### src/rtl/scm_pkg.sv
package scm_pkg;
    // ----------------------------------------
    // register map (byte addresses on apb)
    // ----------------------------------------
    localparam logic [7:0] SCM_ADDR_SYSCLK = 8'h00;
    localparam logic [7:0] SCM_ADDR_FRC = 8'h04;
    localparam logic [7:0] SCM_ADDR_FXT = 8'h08;
    localparam logic [7:0] SCM_ADDR_WXT = 8'h0c;
    localparam logic [7:0] SCM_ADDR_MODE = 8'h10;
    localparam logic [7:0] SCM_ADDR_IRQ_STAT = 8'h14;
    localparam logic [7:0] SCM_ADDR_IRQ_MASK = 8'h18;
    // ----------------------------------------
    // field positions
    // ----------------------------------------
    localparam int SCM_DIVSEL_LSB = 5;
    localparam int SCM_HSS_BIT = 3;
    localparam int SCM_LSS_BIT = 2;
    localparam int SCM_HKEEP_BIT = 1;
    localparam int SCM_LKEEP_BIT = 0;
    localparam int SCM_EN_BIT = 0;
    localparam int SCM_FLAG_BIT = 1;
    localparam int SCM_MODE_BIT = 2;
    localparam int SCM_FSEL_LSB = 2;
    // ----------------------------------------
    // reset values and the divider select code of the subsidiary clock
    // ----------------------------------------
    localparam logic [7:0] SCM_SYSCLK_RST = 8'h00;
    localparam logic [1:0] SCM_FSEL_RST = 2'h0;
    localparam logic SCM_FRC_EN_RST = 1'b1;
    localparam logic [2:0] SCM_DIVSEL_SUB = 3'h7;
    // ----------------------------------------
    // oscillator start-up times, ns
    // ----------------------------------------
    localparam int SCM_CLK_NS = 8;
    localparam int SCM_FRC_START_NS = 800;
    localparam int SCM_FXT_START_NS = 1600;
    localparam int SCM_WXT_START_NS = 3200;
    localparam int SCM_FRC_CYC = (SCM_FRC_START_NS + SCM_CLK_NS - 1) / SCM_CLK_NS;
    localparam int SCM_FXT_CYC = (SCM_FXT_START_NS + SCM_CLK_NS - 1) / SCM_CLK_NS;
    localparam int SCM_WXT_CYC = (SCM_WXT_START_NS + SCM_CLK_NS - 1) / SCM_CLK_NS;
    localparam int SCM_CNT_W = 10;
    // ----------------------------------------
    // operating modes, gray along the listed order
    // ----------------------------------------
    typedef enum logic [2:0] {
        SCM_FAST = 3'h0,
        SCM_SLOW = 3'h1,
        SCM_IDLE_LOW_ONLY = 3'h3,
        SCM_IDLE_BOTH_CLOCKS = 3'h2,
        SCM_IDLE_HIGH_ONLY = 3'h6,
        SCM_SLEEP = 3'h4
    } scm_mode_e;
endpackage : scm_pkg

### src/rtl/scm_system_clock_mode_control.sv
`timescale 1ns/1ps
`default_nettype none
module scm_system_clock_mode_control
    import scm_pkg::*;
#(
    parameter int DIV_W = 6
) (
    input wire logic core_clk_i,
    input wire logic rst_i,
    input wire logic psel_i,
    input wire logic penable_i,
    input wire logic pwrite_i,
    input wire logic [7:0] paddr_i,
    input wire logic [31:0] pwdata_i,
    output logic [31:0] prdata_o,
    output logic pready_o,
    output logic pslverr_o,
    input wire logic halt_i,
    input wire logic wake_i,
    input wire logic watchdog_timer_en_i,
    output logic cpu_clk_en_o,
    output logic sysclk_en_o,
    output logic high_speed_clock_en_o,
    output logic [DIV_W:0] high_div_tick_o,
    output logic subsidiary_clock_en_o,
    output logic internal_slow_rc_en_o,
    output logic internal_fast_rc_en_o,
    output logic external_fast_crystal_en_o,
    output logic external_watch_crystal_en_o,
    output logic sysclk_from_sub_o,
    output logic [2:0] mode_o,
    output logic irq_o
);
    import scm_pkg::*;

    // ----------------------------------------
    // control registers
    // ----------------------------------------
    logic [2:0] sysclk_div_select;
    logic high_source_select;
    logic low_source_select;
    logic high_osc_idle_keep;
    logic low_osc_idle_keep;
    logic [1:0] fast_rc_freq_select;
    logic fast_rc_enable;
    logic fast_rc_stable_flag;
    logic fast_crystal_mode;
    logic fast_crystal_enable;
    logic fast_crystal_stable_flag;
    logic watch_crystal_speedup;
    logic watch_crystal_enable;
    logic watch_crystal_stable_flag;
    logic [2:0] irq_stat;
    logic [2:0] irq_mask;
    logic [SCM_CNT_W-1:0] frc_cnt;
    logic [SCM_CNT_W-1:0] fxt_cnt;
    logic [SCM_CNT_W-1:0] wxt_cnt;
    logic [DIV_W-1:0] div_cnt;
    scm_mode_e mode;

    function automatic logic [SCM_CNT_W-1:0] start_count(input int cyc);
        start_count = SCM_CNT_W'(cyc);
    endfunction : start_count

    // ----------------------------------------
    // bus decode
    // ----------------------------------------
    wire logic acc = psel_i & penable_i;
    wire logic wr = acc & pwrite_i;
    wire logic wr_sys = wr & (paddr_i == SCM_ADDR_SYSCLK);
    wire logic wr_frc = wr & (paddr_i == SCM_ADDR_FRC);
    wire logic wr_fxt = wr & (paddr_i == SCM_ADDR_FXT);
    wire logic wr_wxt = wr & (paddr_i == SCM_ADDR_WXT);
    wire logic wr_stat = wr & (paddr_i == SCM_ADDR_IRQ_STAT);
    wire logic wr_mask = wr & (paddr_i == SCM_ADDR_IRQ_MASK);
    wire logic mapped = (paddr_i == SCM_ADDR_SYSCLK) | (paddr_i == SCM_ADDR_FRC)
        | (paddr_i == SCM_ADDR_FXT) | (paddr_i == SCM_ADDR_WXT)
        | (paddr_i == SCM_ADDR_MODE) | (paddr_i == SCM_ADDR_IRQ_STAT)
        | (paddr_i == SCM_ADDR_IRQ_MASK);
    wire logic [7:0] sys_val = {sysclk_div_select, 1'b0, high_source_select,
        low_source_select, high_osc_idle_keep, low_osc_idle_keep};
    wire logic [7:0] frc_val = {4'h0, fast_rc_freq_select, fast_rc_stable_flag,
        fast_rc_enable};
    wire logic [7:0] fxt_val = {5'h00, fast_crystal_mode, fast_crystal_stable_flag,
        fast_crystal_enable};
    wire logic [7:0] wxt_val = {5'h00, watch_crystal_speedup, watch_crystal_stable_flag,
        watch_crystal_enable};
    wire logic [7:0] rd_val =
        (paddr_i == SCM_ADDR_SYSCLK) ? sys_val :
        (paddr_i == SCM_ADDR_FRC) ? frc_val :
        (paddr_i == SCM_ADDR_FXT) ? fxt_val :
        (paddr_i == SCM_ADDR_WXT) ? wxt_val :
        (paddr_i == SCM_ADDR_MODE) ? {5'h00, mode} :
        (paddr_i == SCM_ADDR_IRQ_STAT) ? {5'h00, irq_stat} :
        (paddr_i == SCM_ADDR_IRQ_MASK) ? {5'h00, irq_mask} : 8'h00;

    // ----------------------------------------
    // clock selection
    // ----------------------------------------
    wire logic running = (mode == SCM_FAST) | (mode == SCM_SLOW);
    wire logic sub_sel = (sysclk_div_select == SCM_DIVSEL_SUB);
    wire logic high_ok = high_source_select ? fast_crystal_stable_flag
        : fast_rc_stable_flag;
    wire logic low_ok = low_source_select ? watch_crystal_stable_flag : 1'b1;
    wire logic wxt_is_sys = sub_sel & low_source_select;
    wire logic frc_chg = wr_frc & ((pwdata_i[SCM_EN_BIT] & ~fast_rc_enable)
        | (pwdata_i[SCM_FSEL_LSB +: 2] != fast_rc_freq_select));
    wire logic [2:0] events = {
        ~watch_crystal_stable_flag & (wxt_cnt == start_count(1)) & watch_crystal_enable,
        ~fast_crystal_stable_flag & (fxt_cnt == start_count(1)) & fast_crystal_enable,
        ~fast_rc_stable_flag & (frc_cnt == start_count(1)) & fast_rc_enable & ~frc_chg};
    // halted mode decoded from keep bits sampled at the halt
    wire scm_mode_e halt_mode =
        (high_osc_idle_keep & low_osc_idle_keep) ? SCM_IDLE_BOTH_CLOCKS :
        high_osc_idle_keep ? SCM_IDLE_HIGH_ONLY :
        low_osc_idle_keep ? SCM_IDLE_LOW_ONLY : SCM_SLEEP;
    // high clock on in run (slow mode follows the enable bits), idle_both_clocks and idle_high_only
    wire logic next_high_on = (mode == SCM_FAST) | (mode == SCM_IDLE_BOTH_CLOCKS)
        | (mode == SCM_IDLE_HIGH_ONLY)
        | ((mode == SCM_SLOW) & (high_source_select ? fast_crystal_enable
        : fast_rc_enable));
    wire logic next_sub_on = running | (mode == SCM_IDLE_LOW_ONLY)
        | (mode == SCM_IDLE_BOTH_CLOCKS);
    wire logic next_sys_on = running | (mode == SCM_IDLE_BOTH_CLOCKS)
        | ((mode == SCM_IDLE_LOW_ONLY) & sub_sel)
        | ((mode == SCM_IDLE_HIGH_ONLY) & ~sub_sel);
    wire logic next_slow_rc_on = (mode != SCM_SLEEP) | watchdog_timer_en_i;
    wire logic [DIV_W:0] next_ticks;
    for (genvar g = 0; g <= DIV_W; g++) begin : g_tick
        if (g == 0) begin : g_one
            assign next_ticks[g] = next_high_on;
        end else begin : g_div
            assign next_ticks[g] = next_high_on & (div_cnt[g-1:0] == '1);
        end
    end

    // ----------------------------------------
    // mode state machine
    // ----------------------------------------
    scm_mode_e next_mode;
    always_comb begin
        next_mode = mode;
        case (mode)
            SCM_FAST, SCM_SLOW: begin
                if (halt_i) begin
                    next_mode = halt_mode;
                end else if (sub_sel & low_ok) begin
                    next_mode = SCM_SLOW;
                end else if (~sub_sel & high_ok) begin
                    next_mode = SCM_FAST;
                end
            end
            SCM_IDLE_LOW_ONLY, SCM_IDLE_BOTH_CLOCKS, SCM_IDLE_HIGH_ONLY, SCM_SLEEP: begin
                if (wake_i) begin
                    next_mode = sub_sel ? SCM_SLOW : SCM_FAST;
                end
            end
            default: next_mode = SCM_FAST;
        endcase
    end

    always_ff @(posedge core_clk_i) begin
        if (rst_i) begin
            mode <= SCM_FAST;
            div_cnt <= '0;
        end else begin
            mode <= next_mode;
            div_cnt <= div_cnt + DIV_W'(1);
        end
    end

    // ----------------------------------------
    // registers and stable flags
    // ----------------------------------------
    always_ff @(posedge core_clk_i) begin
        if (rst_i) begin
            {sysclk_div_select, high_source_select, low_source_select} <= '0;
            {high_osc_idle_keep, low_osc_idle_keep} <= '0;
            fast_rc_freq_select <= SCM_FSEL_RST;
            fast_rc_enable <= SCM_FRC_EN_RST;
            fast_rc_stable_flag <= 1'b0;
            frc_cnt <= start_count(SCM_FRC_CYC);
            {fast_crystal_mode, fast_crystal_enable, fast_crystal_stable_flag} <= '0;
            {watch_crystal_speedup, watch_crystal_enable, watch_crystal_stable_flag} <= '0;
            fxt_cnt <= start_count(SCM_FXT_CYC);
            wxt_cnt <= start_count(SCM_WXT_CYC);
            irq_stat <= '0;
            irq_mask <= '0;
        end else begin
            if (wr_sys) begin
                sysclk_div_select <= pwdata_i[SCM_DIVSEL_LSB +: 3];
                high_source_select <= pwdata_i[SCM_HSS_BIT];
                low_source_select <= pwdata_i[SCM_LSS_BIT];
                high_osc_idle_keep <= pwdata_i[SCM_HKEEP_BIT];
                low_osc_idle_keep <= pwdata_i[SCM_LKEEP_BIT];
            end
            if (wr_frc) begin
                fast_rc_enable <= pwdata_i[SCM_EN_BIT];
                fast_rc_freq_select <= pwdata_i[SCM_FSEL_LSB +: 2];
            end
            if (frc_chg | ~fast_rc_enable) begin
                fast_rc_stable_flag <= 1'b0;
                frc_cnt <= start_count(SCM_FRC_CYC);
            end else if (frc_cnt > start_count(1)) begin
                frc_cnt <= frc_cnt - start_count(1);
            end else begin
                fast_rc_stable_flag <= 1'b1;
            end
            if (wr_fxt) begin
                fast_crystal_enable <= pwdata_i[SCM_EN_BIT];
                fast_crystal_mode <= pwdata_i[SCM_MODE_BIT];
            end
            if (~fast_crystal_enable) begin
                fast_crystal_stable_flag <= 1'b0;
                fxt_cnt <= start_count(SCM_FXT_CYC);
            end else if (fxt_cnt > start_count(1)) begin
                fxt_cnt <= fxt_cnt - start_count(1);
            end else begin
                fast_crystal_stable_flag <= 1'b1;
            end
            if (wr_wxt) begin
                watch_crystal_enable <= pwdata_i[SCM_EN_BIT];
                if (~wxt_is_sys) begin
                    watch_crystal_speedup <= pwdata_i[SCM_MODE_BIT];
                end
            end
            if (~watch_crystal_enable) begin
                watch_crystal_stable_flag <= 1'b0;
                wxt_cnt <= start_count(SCM_WXT_CYC);
            end else if (wxt_cnt > start_count(1)) begin
                wxt_cnt <= wxt_cnt - start_count(1);
            end else begin
                watch_crystal_stable_flag <= 1'b1;
            end
            // set wins over write-one-to-clear
            irq_stat <= (irq_stat & ~(wr_stat ? pwdata_i[2:0] : 3'h0)) | events;
            if (wr_mask) begin
                irq_mask <= pwdata_i[2:0];
            end
        end
    end

    // ----------------------------------------
    // registered outputs
    // ----------------------------------------
    always_ff @(posedge core_clk_i) begin
        if (rst_i) begin
            prdata_o <= '0;
            pready_o <= 1'b0;
            pslverr_o <= 1'b0;
            cpu_clk_en_o <= 1'b0;
            sysclk_en_o <= 1'b0;
            high_speed_clock_en_o <= 1'b0;
            high_div_tick_o <= '0;
            subsidiary_clock_en_o <= 1'b0;
            internal_slow_rc_en_o <= 1'b0;
            internal_fast_rc_en_o <= 1'b0;
            external_fast_crystal_en_o <= 1'b0;
            external_watch_crystal_en_o <= 1'b0;
            sysclk_from_sub_o <= 1'b0;
            mode_o <= SCM_FAST;
            irq_o <= 1'b0;
        end else begin
            pready_o <= psel_i & ~penable_i;
            pslverr_o <= psel_i & ~penable_i & ~mapped;
            prdata_o <= (psel_i & ~penable_i & ~pwrite_i) ? {24'h000000, rd_val} : '0;
            cpu_clk_en_o <= running;
            sysclk_en_o <= next_sys_on;
            high_speed_clock_en_o <= next_high_on;
            high_div_tick_o <= next_ticks;
            subsidiary_clock_en_o <= next_sub_on;
            internal_slow_rc_en_o <= next_slow_rc_on;
            internal_fast_rc_en_o <= fast_rc_enable & next_high_on & ~high_source_select;
            external_fast_crystal_en_o <= fast_crystal_enable & next_high_on
                & high_source_select;
            external_watch_crystal_en_o <= watch_crystal_enable & next_sub_on;
            sysclk_from_sub_o <= sub_sel;
            mode_o <= mode;
            irq_o <= |(((irq_stat & ~(wr_stat ? pwdata_i[2:0] : 3'h0)) | events) & ~irq_mask);
        end
    end

    // ----------------------------------------
    // checks
    // ----------------------------------------
    a_sleep_all_off: assert property (@(posedge core_clk_i) disable iff (rst_i)
        (mode == SCM_SLEEP) |=> !sysclk_en_o && !high_speed_clock_en_o && !subsidiary_clock_en_o)
        else $error("clocks running in sleep");
    a_sleep_slow_rc: assert property (@(posedge core_clk_i) disable iff (rst_i)
        (mode == SCM_SLEEP) |=> internal_slow_rc_en_o == $past(watchdog_timer_en_i))
        else $error("slow rc not following watchdog in sleep");
    a_idle_low_sys: assert property (@(posedge core_clk_i) disable iff (rst_i)
        (mode == SCM_IDLE_LOW_ONLY) |=> subsidiary_clock_en_o && !high_speed_clock_en_o
        && sysclk_en_o == $past(sub_sel))
        else $error("idle low only clocks wrong");
    a_idle_both_on: assert property (@(posedge core_clk_i) disable iff (rst_i)
        (mode == SCM_IDLE_BOTH_CLOCKS) |=> sysclk_en_o && high_speed_clock_en_o
        && subsidiary_clock_en_o && !cpu_clk_en_o)
        else $error("idle both clocks wrong");
    a_idle_high_sys: assert property (@(posedge core_clk_i) disable iff (rst_i)
        (mode == SCM_IDLE_HIGH_ONLY) |=> high_speed_clock_en_o && !subsidiary_clock_en_o
        && sysclk_en_o == !$past(sub_sel))
        else $error("idle high only clocks wrong");
    a_halt_only: assert property (@(posedge core_clk_i) disable iff (rst_i)
        (running && !halt_i) |=> (mode == SCM_FAST || mode == SCM_SLOW))
        else $error("halted mode without halt");
    a_halt_decode: assert property (@(posedge core_clk_i) disable iff (rst_i)
        (running && halt_i && !high_osc_idle_keep && !low_osc_idle_keep) |=> mode == SCM_SLEEP)
        else $error("halt with no keep bits did not sleep");
    a_frc_flag_clr: assert property (@(posedge core_clk_i) disable iff (rst_i)
        frc_chg |=> !fast_rc_stable_flag ##0 (!fast_rc_stable_flag)[*2])
        else $error("fast rc flag not cleared");
    a_wxt_mode_lock: assert property (@(posedge core_clk_i) disable iff (rst_i)
        (wr_wxt && wxt_is_sys) |=> $stable(watch_crystal_speedup))
        else $error("watch crystal mode changed while selected");
    a_slow_rc_run: assert property (@(posedge core_clk_i) disable iff (rst_i)
        (mode != SCM_SLEEP) |=> internal_slow_rc_en_o)
        else $error("slow rc off outside sleep");
endmodule : scm_system_clock_mode_control
`default_nettype wire

### config.mk
export PLATFORM = sky130hd
export DESIGN_NAME = scm_system_clock_mode_control
export DESIGN_NICKNAME = d
export VERILOG_FILES = /design/src/rtl/scm_pkg.sv /design/src/rtl/scm_system_clock_mode_control.sv
export SDC_FILE = /design/constraint.sdc
export NUM_CORES = 1
export LEC_CHECK = 0
export ABC_AREA = 1
export BUFFER_PORTS_ARGS = -buffer_cell sky130_fd_sc_hd__buf_2
export CORE_UTILIZATION = 31
export CTS_BUF_LIST = sky130_fd_sc_hd__clkbuf_8
export DETAILED_ROUTE_END_ITERATION = 10
export PLACE_DENSITY = 0.49
export SYNTH_ARGS = -nofsm -noshare
export SYNTH_HDL_FRONTEND = slang
export SYNTH_SLANG_ARGS = --single-unit
### constraint.sdc
create_clock -name core_clk_i -period 2.8 [get_ports core_clk_i]
set_input_delay 0.56 -clock core_clk_i [delete_from_list [all_inputs] [get_ports core_clk_i]]
set_output_delay 0.56 -clock core_clk_i [all_outputs]
set_load 0.01 [all_outputs]
After elaboration in Yosys (flattened, before gate mapping) --
Cells that the tools add are included.
Operators by class: bitwise gates (word level) 75, magnitude comparators 3, muxes and demuxes 20, reduce and logical (&&, ||, !) cells 12, equal/unequal tests 24, add/subtract/negate cells 4
Operators by type and width (count):
- $mux 3 | 13
- $and 1x1->1 | 38
- $eq 10x1->1 const B | 3
- $gt 10x1->1 const B | 3
- $sub 10x1->10 const B | 3
- $eq 8x5->1 const B | 3
- $or 1x1->1 | 18
- $eq 8x4->1 const B | 2
- $not 1->1 | 14
- $eq 3x3->1 const B | 4
- $reduce_or 2->1 | 5
- $eq 8x3->1 const B | 1
- $logic_not 8->1 | 1
- $mux 8 | 1
- $reduce_or 8->1 | 1
- $add 6x1->6 const B | 1
- $and 3x3->3 | 2
- $eq 3x2->1 const B | 2
- $eq 6x6->1 const B | 1
- $not 3->3 | 2
- $pmux 3 s2 | 1
- $eq 5x5->1 const B | 1
- $eq 4x4->1 const B | 1
- $mux 1 | 4
- 12 further kinds | 13
Storage, ports and cells: word-level logic and storage cells 176, bits of input ports 48, flip-flop bits (word level) 116

Logic depth before layout (Yosys ltp) --
depth after elaboration 9, depth in mapped cells 10, gate-level depth less buffers 10

Least setup slack after synthesis --
Ideal clock, no wire load.
path kind input-to-reg, from input port paddr_i[6], to register irq_o, cell stages on the path 10, path buffers 0, required time 2.680 ns, arrival 1.392 ns, slack 1.289 ns, path through inv_1 > nand2_1 > nor2_4 > nand2_2 > nor2_2 > nand2_1 > nand2_1 > nand2_1 > nand3_1 > nand3_1
On the way: cells in the longest elaborated chain, start to end 8, elaborated cells between the ends (all ways) 13
RTL lines:
- from (decl) | RTL line scm_system_clock_mode_control.sv:13 | input wire logic [7:0] paddr_i,
- $eq 8x5->1 or $eq 8x3->1 (tied branches) | RTL line scm_system_clock_mode_control.sv:74, scm_system_clock_mode_control.sv:71
- $and 1x1->1 (on tied branches) | RTL line scm_system_clock_mode_control.sv:74, scm_system_clock_mode_control.sv:71
- $mux 3 or $and 1x1->1 (tied branches) | RTL line scm_system_clock_mode_control.sv:279, scm_system_clock_mode_control.sv:106
- $not 3->3 or $not 1->1 (tied branches) | RTL line scm_system_clock_mode_control.sv:279, scm_system_clock_mode_control.sv:111
- $and 3x3->3 or $and 1x1->1 (tied branches) | RTL line scm_system_clock_mode_control.sv:279, scm_system_clock_mode_control.sv:111
- $or 3x3->3 (*) | RTL line scm_system_clock_mode_control.sv:279 | irq_o <= |(((irq_stat & ~(wr_stat ? pwdata_i[2:0] : 3'h0)) | events) & ~irq_mask);
- $and 3x3->3 (*) | RTL line scm_system_clock_mode_control.sv:279
- $reduce_or 3->1 (*) | RTL line scm_system_clock_mode_control.sv:279
- to (signal assigned) | RTL line scm_system_clock_mode_control.sv:279
- to (decl) | RTL line scm_system_clock_mode_control.sv:32 | output logic irq_o
Mark *: on every way between the ends. The rest lies on a longest branch, timed or not. A chain may end at the register's enable or synchronous reset.

Worst setup path after layout --
from register wxt_cnt[0], to register wxt_cnt[5]
On the way: cells in the longest elaborated chain, start to end 1, elaborated cells between the ends (all ways) 2
RTL lines:
- from (decl) | RTL line scm_system_clock_mode_control.sv:57 | logic [SCM_CNT_W-1:0] wxt_cnt;
- from (signal assigned) | RTL line scm_system_clock_mode_control.sv:186 | wxt_cnt <= start_count(SCM_WXT_CYC);
- from (signal assigned) | RTL line scm_system_clock_mode_control.sv:229 | wxt_cnt <= start_count(SCM_WXT_CYC);
- from (signal assigned) | RTL line scm_system_clock_mode_control.sv:231 | wxt_cnt <= wxt_cnt - start_count(1);
- $sub 10x1->10 or $gt 10x1->1 (tied branches) | RTL line scm_system_clock_mode_control.sv:231, scm_system_clock_mode_control.sv:230
Several ways; a longest one is shown, not always the timed one.

==> impl_metrics.yaml <==
sta:
  slew_violations: 0
  holdWs_ps: 432.7
  worst_clock_skew_ps: 8.642
  period_share_pct: 59.97
  min_period_ps: 1679
  fmax_mhz: 595.5
  final.setup.tns_ps: 0
  setup_violations: 0
  final_hold_viol_count: 0
  rsz0062_at_grt: "false"
route:
  first_pass_iters: 4
  route.detailed.drc: 0
  via_count: 3563
  wl_um: 9091
  via_per_inst: 4.377
  wire_per_inst_um: 11.17
  first_iter_violations: 205
  postRouteAntennaNets: 0
placed_design:
  gp_congestion: 0.8797
  dp_cells: 799
  io_buffers: 51
  post_dp_cell_area_mm2: 0.004626
  dpl.hpwl_um: 7126
floorplan:
  rows: 42
  core_mm2: 0.01335
  initial_core_util_pct: 32.02
  fp.dieH_um: 119.4
  dieArea_mm2: 0.01426
  die_x_um: 119.4
  pin_count: 102
critical_path:
  crit_path_end_kind: "flop"
  cp.arrival_ps: 1970
  criticalPathCategory: "reg2reg"
  slowest_delay_ps: 410
  crit_buf_inv: 1
  crit_family: "compound AO/OA/AOI/OAI gates"
  cp_data_required_time_ps: 3090
  cp_max_fo: 10
  cpMaxStageDelayCell: "dfxtp_1"
  worstPathCellList: "inv_1 -> ha_1 -> o21ai_4 -> nand3_1 -> nor2_1 -> nand2_1 -> a21oi_1"
  start_kind: "flop"
grt:
  grt_overflow: 0
  grt_antenna_before_repair: 1
  grt_max_degree: 16
  grt_pass1_wl_um: 15340
  first_global_vias: 3277
  grt_usage_pct: 13.63
logic_synthesis:
  synth_common_cells: "100 x nand2_1, 90 x dfxtp_1, 84 x nor2_1, 75 x inv_1, 41 x a21oi_1"
  synth_area_mm2: 0.004274
  synth-edff-count: 0
  postSynthAreaPerCell_um2: 7.395
  synth.area.top_cells: "dfxtp_1 42%, nand2_1 8.8%, nor2_1 7.4%"
  ys_seq_elements: 90
  synth-main-ff-cell: "dfxtp_1"
  yosysSeqAreaShare_pct: 42.15
  yosysWarnings: 0
  netlist-cell-type-count: 41
  yosysMostFrequentCell: "nand2_1"
  yosys.area.top_type_share_pct: 42.15
  synthArstFlopShare_pct: 0
  synth_area_leader_cell: "dfxtp_1"
  synthCells: 578
finish:
  stdcell_count: 814
  nNetsFinal: 691
  areaGrowthSynthToFinish_pct: 12.76
  fin_util_pct: 36.11
  final_layout_size_suffix_gt1_share_pct: 15.67
  num_antenna_cells: 0
  stdcell_area_mm2: 0.004820
clock_tree:
  htree_levels: 3
  clockBufferDepth: 2
  cts_setup_buffers: 0
  cts_hold_buf: 0
  cts-resized-gates: 0
  cts_sinks: 90
  clk_pin_slew_worst_paths_ps: 90
  clock_latency_ps: 350
  cts_tree: "built"
  numCtsBuffers: 9
  root_buffer: "clkbuf_8"
power_and_ir_drop:
  powerDensity_mw_per_mm2: 498.7
  p_leak_nw: 2.154
  vdd_drop_max_uv: 247.0
run:
  cap_violations: 0
run_status:
  outcome: "finished clean"
hold_path:
  min_path_type: "in2reg"
==> layer usage <==
metal  vias to the layer above  wire length (um)  global-route usage (%)
li1                       1908                 -                       -
met1                      1574              4419                   17.05
met2                        65              4100                   22.09
met3                        14               392                   3.352
met4                         2               167                   6.094
met5                         -                11                       0
==> cell usage in the layout, fill, tap and decap left out, drive strengths merged, types with 8 or more instances in the layout <==
cell,netlist,final
o21ai,34,34
buf,31,53
xor2,12,12
nand3,35,35
nand2,108,108
ha,9,9
clkbuf,1,10
nor2,95,95
nand4,12,12
nor3,8,8
a21oi,41,41
dfxtp,90,90
conb,1,25
inv,81,82
==> sequential cells by signal, indices dropped and copies added (netlist names), 2 cells and up <==
signal               count
mode                     3
div_cnt                  6
prdata_o                 7
fast_rc_freq_select      2
fxt_cnt                 10
high_div_tick_o          7
wxt_cnt                 10
mode_o                   3
irq_stat                 3
sysclk_div_select        3
irq_mask                 3
frc_cnt                 10
==> cell families after synthesis <==
family | synth area share [%]
and+or+nand+nor | 28.83
buffers and inverters | 12.47
DFF | 42.15
AOI/OAI and AO/OA | 10.74
xor gates and xnor gates | 3.074
adders and majority gates | 2.635
other | 0.08774
==> where the power goes <==
group	switching, mW	leakage (nW)	internal [mW]
Sequential	0.0252	0.730	1.31
Combinational	0.127	1.33	0.0661
Clock	0.447	0.0918	0.429
Total	0.599	2.15	1.80
==> final timing paths <==
kind                                                        start                      end  slack (ps)  cells past startpoint
worst max-delay path                      wxt_cnt[0]$_SDFFE_PP0N_  wxt_cnt[5]$_SDFFE_PP0N_        1120                      7
worst min-delay path                                    penable_i      pready_o$_SDFF_PP0_         430                      2
worst max register to register            wxt_cnt[0]$_SDFFE_PP0N_  wxt_cnt[5]$_SDFFE_PP0N_        1120                      7
worst min register to register  sysclk_div_select[2]$_SDFFE_PP0P_   prdata_o[7]$_SDFF_PP0_         460                      2
==> layout make-up <==
| type | instances | area [um2] |
|---|---|---|
| fill | 1466 | 8528 |
| clock buffer | 10 | 137.6 |
| multi-input combinational | 399 | 2029 |
| clock inverter | 5 | 56.30 |
| timing repair buffer | 53 | 270.3 |
| inverter | 81 | 304.0 |
| tap | 176 | 220.2 |
| sequential | 90 | 1802 |
==> stage by stage <==
| step | worst slack, ps | total power, mW |
|---|---|---|
| after global placement | 989.1 | 1.558 |
| after detailed placement | 997.8 | 1.559 |
| final | 1121 | 2.403 |
| after floorplan | 1289 | 1.521 |
| after global routing | 908.4 | 2.539 |
| after CTS | 1125 | 2.443 |
==> worst reg2reg max path: cells and delay by family (launching register included) <==
family	cells	cell delay, ps
buffers and inverters	1	110
AOI/OAI and AO/OA	2	430
adders and majority gates	1	280
DFF	1	410
and+or+nand+nor	3	370
(Power assumes the default switching activity.)
